==> config.mk <==
export PLATFORM = sky130hd
export DESIGN_NAME = pms_power_mode_selector
export DESIGN_NICKNAME = d
export VERILOG_FILES = /design/src/rtl/pms_pkg.sv /design/src/rtl/pms_power_mode_selector.sv
export VERILOG_INCLUDE_DIRS = /design/src /design/src/rtl
export SDC_FILE = /design/constraint.sdc
export NUM_CORES = 1
export LEC_CHECK = 0
export ABC_CLOCK_PERIOD_IN_PS = 2550
export BUFFER_PORTS_ARGS = -buffer_cell sky130_fd_sc_hd__buf_2
export CAP_MARGIN = 10
export CORE_MARGIN = 2
export CORE_UTILIZATION = 40
export CTS_BUF_LIST = sky130_fd_sc_hd__clkbuf_16
export DETAILED_ROUTE_END_ITERATION = 10
export RECOVER_POWER = 25
export SLEW_MARGIN = 0
export SYNTH_ARGS = -nofsm -noshare
export SYNTH_HDL_FRONTEND = slang
export SYNTH_SLANG_ARGS = --single-unit
==> constraint.sdc <==
create_clock -name clk_i -period 2.55 [get_ports clk_i]
set_input_delay 0.51 -clock clk_i [delete_from_list [all_inputs] [get_ports clk_i]]
set_output_delay 0.51 -clock clk_i [all_outputs]
set_load 0.03 [all_outputs]
==> src/rtl/pms_defs.svh <==
// Constants for the power mode selector.
`ifndef PMS_DEFS_SVH
`define PMS_DEFS_SVH

`define PMS_ADDR_W          4
`define PMS_ADDR_SPK        4'h6
`define PMS_SPK_W           5
`define PMS_SPK_RST         5'h1F
`define PMS_BIT_RECV        0
`define PMS_BIT_TONE        1
`define PMS_BIT_EAR         2
`define PMS_BIT_ACC         3
`define PMS_BIT_RSVD        4
`define PMS_ADDR_STAT       4'h8
`define PMS_ACT_TIMEOUT_NS  250000

`endif

==> src/rtl/pms_pkg.sv <==
// Types shared by the power mode selector.
package pms_pkg;
	// Gray ordered along the recommended power-up path.
	typedef enum logic [1:0] {
		PMS_OFF  = 2'b00,
		PMS_VREF = 2'b01,
		PMS_TONE = 2'b11,
		PMS_NORM = 2'b10
	} pms_mode_t;
endpackage

==> src/rtl/pms_power_mode_selector.sv <==
// Power mode selector: pin mode decode, speaker amp switches, codec idle detect.
//
// Our own choice: the strobed register port.
`timescale 1ns/1ps
`include "pms_defs.svh"

module pms_power_mode_selector #(
	parameter int CLK_MHZ        = 100,
	parameter int ACT_TIMEOUT_NS = `PMS_ACT_TIMEOUT_NS
) (
	// Clock and reset.
	input  wire logic                    clk_i,
	input  wire logic                    rst_b_i,
	// Mode select pins.
	input  wire logic                    mode_select_lo_i,
	input  wire logic                    mode_select_mid_i,
	input  wire logic                    mode_select_hi_i,
	// Codec timing inputs and serial data from the codec core.
	input  wire logic                    frame_sync_i,
	input  wire logic                    bit_clk_i,
	input  wire logic                    codec_data_i,
	// Register port.
	input  wire logic [`PMS_ADDR_W-1:0]  addr_i,
	input  wire logic [7:0]              wdata_i,
	input  wire logic                    wr_i,
	input  wire logic                    rd_i,
	output logic      [7:0]              rdata_o,
	// Power and output controls.
	output pms_pkg::pms_mode_t           mode_o,
	output logic                         ref_en_o,
	output logic                         tone_gen_en_o,
	output logic                         codec_en_o,
	output logic                         codec_partial_pd_o,
	output logic                         receiver_amp_en_o,
	output logic                         earphone_amp_en_o,
	output logic                         tone_amp_en_o,
	output logic                         accessory_output_en_o,
	output logic                         pcm_dout_o
);
	import pms_pkg::*;

	localparam int ACT_CYC_RAW = (ACT_TIMEOUT_NS * CLK_MHZ) / 1000;
	localparam int ACT_CYC     = (ACT_CYC_RAW < 1) ? 1 : ACT_CYC_RAW;
	localparam int CNT_W       = $clog2(ACT_CYC + 1);

	// Refuse a clock rate or timeout that is not positive.
	if (CLK_MHZ < 1 || ACT_TIMEOUT_NS < 1) begin : g_bad_cfg
		$error("pms: clock rate and timeout must be positive");
	end

	////////////////////////////////////////////////////////////////////////////////
	// Mode decode.

	// Lowest pin dominates, so a mid-change of the upper pins never drops normal mode.
	function automatic pms_mode_t decode_mode(input logic lo, input logic mid,
		input logic hi);
		if (lo)
			decode_mode = PMS_NORM;
		else if (mid)
			decode_mode = PMS_TONE;
		else if (hi)
			decode_mode = PMS_VREF;
		else
			decode_mode = PMS_OFF;
	endfunction

	pms_mode_t mode_d;
	assign mode_d = decode_mode(mode_select_lo_i, mode_select_mid_i, mode_select_hi_i);

	// The mode is registered so every output leaves a flip-flop.
	always_ff @(posedge clk_i or negedge rst_b_i) begin
		if (!rst_b_i) begin
			mode_o        <= PMS_OFF;
			ref_en_o      <= 1'b0;
			tone_gen_en_o <= 1'b0;
			codec_en_o    <= 1'b0;
		end else begin
			mode_o        <= mode_d;
			ref_en_o      <= (mode_d != PMS_OFF);
			tone_gen_en_o <= (mode_d == PMS_TONE) || (mode_d == PMS_NORM);
			codec_en_o    <= (mode_d == PMS_NORM);
		end
	end

	////////////////////////////////////////////////////////////////////////////////
	// Speaker switch register.

	logic [`PMS_SPK_W-1:0] spk_sw_q;

	// Reset leaves all amps off so power-up makes no noise.
	always_ff @(posedge clk_i or negedge rst_b_i) begin
		if (!rst_b_i)
			spk_sw_q <= `PMS_SPK_RST;
		else if (wr_i && addr_i == `PMS_ADDR_SPK)
			spk_sw_q <= wdata_i[`PMS_SPK_W-1:0];
	end

	// Amps need the reference and at least tone mode; a one bit floats the amp.
	logic amp_mode;
	assign amp_mode = (mode_d == PMS_TONE) || (mode_d == PMS_NORM);

	always_ff @(posedge clk_i or negedge rst_b_i) begin
		if (!rst_b_i) begin
			receiver_amp_en_o     <= 1'b0;
			earphone_amp_en_o     <= 1'b0;
			tone_amp_en_o         <= 1'b0;
			accessory_output_en_o <= 1'b0;
		end else begin
			receiver_amp_en_o     <= amp_mode && !spk_sw_q[`PMS_BIT_RECV];
			earphone_amp_en_o     <= amp_mode && !spk_sw_q[`PMS_BIT_EAR];
			tone_amp_en_o         <= amp_mode && !spk_sw_q[`PMS_BIT_TONE];
			accessory_output_en_o <= amp_mode && !spk_sw_q[`PMS_BIT_ACC];
		end
	end

	////////////////////////////////////////////////////////////////////////////////
	// Codec activity detect.

	logic             fs_q;
	logic             bc_q;
	logic [CNT_W-1:0] idle_cnt_q;
	logic             edge_ok_q;

	// Any edge on either timing input restarts the idle count.
	// The first sample after reset has no history, so it is not taken as an edge;
	// otherwise an idle-high sync pin would fake a wake-up right after reset.
	always_ff @(posedge clk_i or negedge rst_b_i) begin
		if (!rst_b_i) begin
			fs_q       <= 1'b0;
			bc_q       <= 1'b0;
			edge_ok_q  <= 1'b0;
			idle_cnt_q <= CNT_W'(ACT_CYC);
		end else begin
			fs_q      <= frame_sync_i;
			bc_q      <= bit_clk_i;
			edge_ok_q <= 1'b1;
			if (edge_ok_q && ((fs_q != frame_sync_i) || (bc_q != bit_clk_i)))
				idle_cnt_q <= '0;
			else if (idle_cnt_q != CNT_W'(ACT_CYC))
				idle_cnt_q <= idle_cnt_q + 1'b1;
		end
	end

	// Both inputs static past the timeout counts as stopped, at either level.
	always_ff @(posedge clk_i or negedge rst_b_i) begin
		if (!rst_b_i)
			codec_partial_pd_o <= 1'b1;
		else
			codec_partial_pd_o <= (idle_cnt_q == CNT_W'(ACT_CYC));
	end

	////////////////////////////////////////////////////////////////////////////////
	// Serial data output.

	// Held high outside normal mode and while the codec is partly down.
	always_ff @(posedge clk_i or negedge rst_b_i) begin
		if (!rst_b_i)
			pcm_dout_o <= 1'b1;
		else if (mode_d == PMS_NORM && !codec_partial_pd_o)
			pcm_dout_o <= codec_data_i;
		else
			pcm_dout_o <= 1'b1;
	end

	////////////////////////////////////////////////////////////////////////////////
	// Register read.

	// The switch register is write-only; a status word reports mode and idle state.
	always_ff @(posedge clk_i or negedge rst_b_i) begin
		if (!rst_b_i)
			rdata_o <= 8'h00;
		else if (rd_i && addr_i == `PMS_ADDR_STAT)
			rdata_o <= {5'h00, codec_partial_pd_o, mode_o};
		else
			rdata_o <= 8'h00;
	end
endmodule

==> qor.tcl <==
set qor(start_util_pct) 42.20
set qor(fraction_of_layout_cells_with_a_size_suffix_above_1_pct) 33.72
set qor(layout_worst_path_cycle_share_pct) 63.17
set qor(routedWlPerCell_um) 12.58
set qor(numClockSinks) 36
set qor(grt_overflow_total) 0
set qor(max_cap_viol_count) 0
set qor(grt_first_pass_wirelength_um) 4761
set qor(period_minus_slack_ns) 1.611
set qor(synth-seq-cells) 36
set qor(cts_bufs_inserted) 5
set qor(synth.area.top_cells) {sky130_fd_sc_hd__dfrtp_1, sky130_fd_sc_hd__dfstp_2, sky130_fd_sc_hd__nor2_1}
set qor(layout_setup_ws_ns) 0.9391
set qor(cts_tree) {done}
set qor(die_y_um) 66.38
set qor(status) {completed}
set qor(mostFrequentLayoutCells) {sky130_fd_sc_hd__buf_2, sky130_fd_sc_hd__dfrtp_1, sky130_fd_sc_hd__nor2_1}
set qor(critical-path-max-stage-delay_ns) 0.41
set qor(floorplan.rows) 22
set qor(worst_hold_path_type) {input pin to asynchronous set/reset pin}
set qor(clock_power_share_pct) 40.9
set qor(cts_repair_resize_count) 0
set qor(finalWeightedCongestion) 0.7849
set qor(drt.antenna.violating_nets) 0
set qor(worstPathArrival_ns) 1.77
set qor(cell_family_with_most_cp_delay) {simple AND/OR/NAND/NOR gates}
set qor(post_syn_area_per_cell_um2) 11.53
set qor(synthDominantAreaCellType) {sky130_fd_sc_hd__dfrtp_1}
set qor(slew-limit-headroom_pct) 48.06
set qor(synth_async_sr_flop_share_pct) 100.0
set qor(final-setup-viol-count) 0
set qor(p_leak_nw) 0.8394
set qor(drt_iter0_markers) 27
set qor(p_switching_mw) 0.3703
set qor(clockRootBuffer) {sky130_fd_sc_hd__clkbuf_16}
set qor(dominantRegCellSynth) {sky130_fd_sc_hd__dfrtp_1}
set qor(number_of_flops_mapped_to_enable_cells_by_yosys) 0
set qor(post_synth_top_area_share_pct) 38.59
set qor(cts.repair_timing.setup_buffer_count) 0
set qor(power_density_mw_per_mm2) 753.7
set qor(worstSkewPairLatency_ns) 0.28
set qor(setup_total_negative_slack_ns) 0
set qor(mostFrequentLayoutCell) {sky130_fd_sc_hd__buf_2}
set qor(grt_use_total_pct) 14.65
set qor(post-route-cell-area_mm2) 0.001887
set qor(tightest_slew_ns) 0.7792
set qor(rsz_0062_raised_after_global_routing) {no}
set qor(antenna_cells_inserted) 0
set qor(placed_area_mm2) 0.001748
set qor(cp_max_fo) 5
set qor(place.port_buffers) 31
set qor(critPathBufInv) 0
set qor(area_of_the_die_mm2) 0.004406
set qor(post-route-drc-count) 0
set qor(antenna_found_initial) 0
set qor(power_switching_share_pct) 26.04
set qor(finalCoreUtilization_pct) 51.15
set qor(dp_slack_ns) 0.9382
set qor(detailed_place_hpwl_um) 1993
set qor(crit_required_ns) 2.71
set qor(htree_levels) 2
set qor(ir_drop_mv) 0.5963
set qor(path_cells) {ha_1 > and4_4 > or3b_1 > xor2_1 > nor2_2}
set qor(clk_transition_reported_paths_ns) 0.06
set qor(tightest_hold_margin_ns) 0.3084
set qor(combinationalPowerShare_pct) 12.3
set qor(grt_max_degree) 37
set qor(post_synth_instance_area_mm2) 0.001556
set qor(hold_viol_final) 0
set qor(via_count) 1060
set qor(synthesis.yosys.warnings) 0
set qor(grt_pass1_vias) 1068
set qor(synth.yosys.seq_area_share_pct) 58.84
set qor(fp.coreArea_mm2) 0.003689
set qor(synthCells) 135
set qor(die_w_um) 66.38
set qor(crit_path_top_delay_cell) {sky130_fd_sc_hd__dfrtp_1}
set qor(ctsLongestPathBuffers) 2
set qor(finish.net_count) 195
set qor(routed_wirelength_um) 2768
set qor(start_kind) {flop}
set qor(cts_hold_repair.buffers) 0
set qor(worst-setup-path-type) {flop to flop}
set qor(endpoint_kind) {flop}
set qor(p_int_mw) 1.052
set qor(detailed_router_iteration_count_before_antenna_repair) 4
set qor(clock_skew_ns) 0.003935
set qor(timing.final.max_slew_violations) 0
set qor(p_seq_share_pct) 46.8
set qor(detail_route.vias_per_cell) 4.818
set qor(flow.area_growth_from_synthesis_pct) 21.22
set qor(synthDistinctLibCells) 36
set qor(ios) 41
set qor(maxClockFrequency_mhz) 620.8
power groups by stage:
stage	sequential, mW	combinational (mW)	clock, mW
after floorplan	0.704	0.0853	0
after global placement	0.672	0.172	0
after detailed placement	0.675	0.180	0
after CTS	0.667	0.181	0.599
after global routing	0.674	0.195	0.621
final	0.665	0.175	0.582
logic make-up (layout without fill, tap and decap cells):
kind of cell	count (synthesis)	count (layout)	synth area share, %
mux	5	5	3.537
xor+xnor	13	13	7.315
simple gates	57	57	21.06
fa+ha+maj	2	2	1.607
buf+inv	14	47	4.662
compound gates	6	6	2.492
other cells	2	6	0.4825
flops	36	36	58.84
through the flow:
step	cells	power [mW]
after floorplan	139	0.7894
after global placement	212	0.8438
after detailed placement	212	0.8555
after CTS	220	1.447
after global routing	220	1.490
final	220	1.422
worst paths after layout:
path	start	end	slack, ns	depth (start not counted)
worst max-delay path	idle_cnt_q[0]	idle_cnt_q[10]	0.94	5
worst min-delay path	rst_b_i	receiver_amp_en_o	0.31	1
worst min register to register	mode_o[1]	rdata_o[1]	0.48	1
min in group clk_i	bit_clk_i	bc_q	0.38	1
max in group asynchronous	rst_b_i	rdata_o[2]	1.75	1
worst max register to register	idle_cnt_q[0]	idle_cnt_q[10]	0.94	5
layer usage:
layer	share of wire [%]	up-vias	global-route usage (%)	routed length [um]
met2	49	30	24.75	1364
met3	6.3	5	5.792	175
met5	0	-	0	0
met1	43	514	16.65	1188
li1	-	511	-	-
met4	1.4	0	5.357	40
flip-flops by register name, indices dropped and copies added (netlist names), 2 cells and up:
register    flops
mode_o          2
spk_sw_q        4
idle_cnt_q     15
rdata_o         3
cell type report:
cell class | count | area [um2]
Fill cell | 369 | 1802
Multi-Input combinational cell | 89 | 583.1
Clock inverter | 3 | 18.77
Clock buffer | 5 | 125.1
Sequential cell | 36 | 915.9
Tap cell | 48 | 60.06
Timing Repair Buffer | 32 | 157.7
Inverter | 7 | 26.28
synthesized netlist by cell type (2+ instances only):
library cell	count
sky130_fd_sc_hd__ha_1	2
sky130_fd_sc_hd__nand4_1	4
sky130_fd_sc_hd__mux2_2	4
sky130_fd_sc_hd__dfstp_2	12
sky130_fd_sc_hd__nand2_1	6
sky130_fd_sc_hd__nor2_2	3
sky130_fd_sc_hd__inv_1	7
sky130_fd_sc_hd__xnor2_1	8
sky130_fd_sc_hd__nor4_1	3
sky130_fd_sc_hd__nand3_1	4
sky130_fd_sc_hd__conb_1	2
sky130_fd_sc_hd__buf_4	5
sky130_fd_sc_hd__a21oi_1	2
sky130_fd_sc_hd__nor3_1	2
sky130_fd_sc_hd__and2_1	3
sky130_fd_sc_hd__nor2_1	20
sky130_fd_sc_hd__xor2_1	5
sky130_fd_sc_hd__or3_1	2
sky130_fd_sc_hd__dfrtp_1	24
Power figures use the tool's default switching activity.
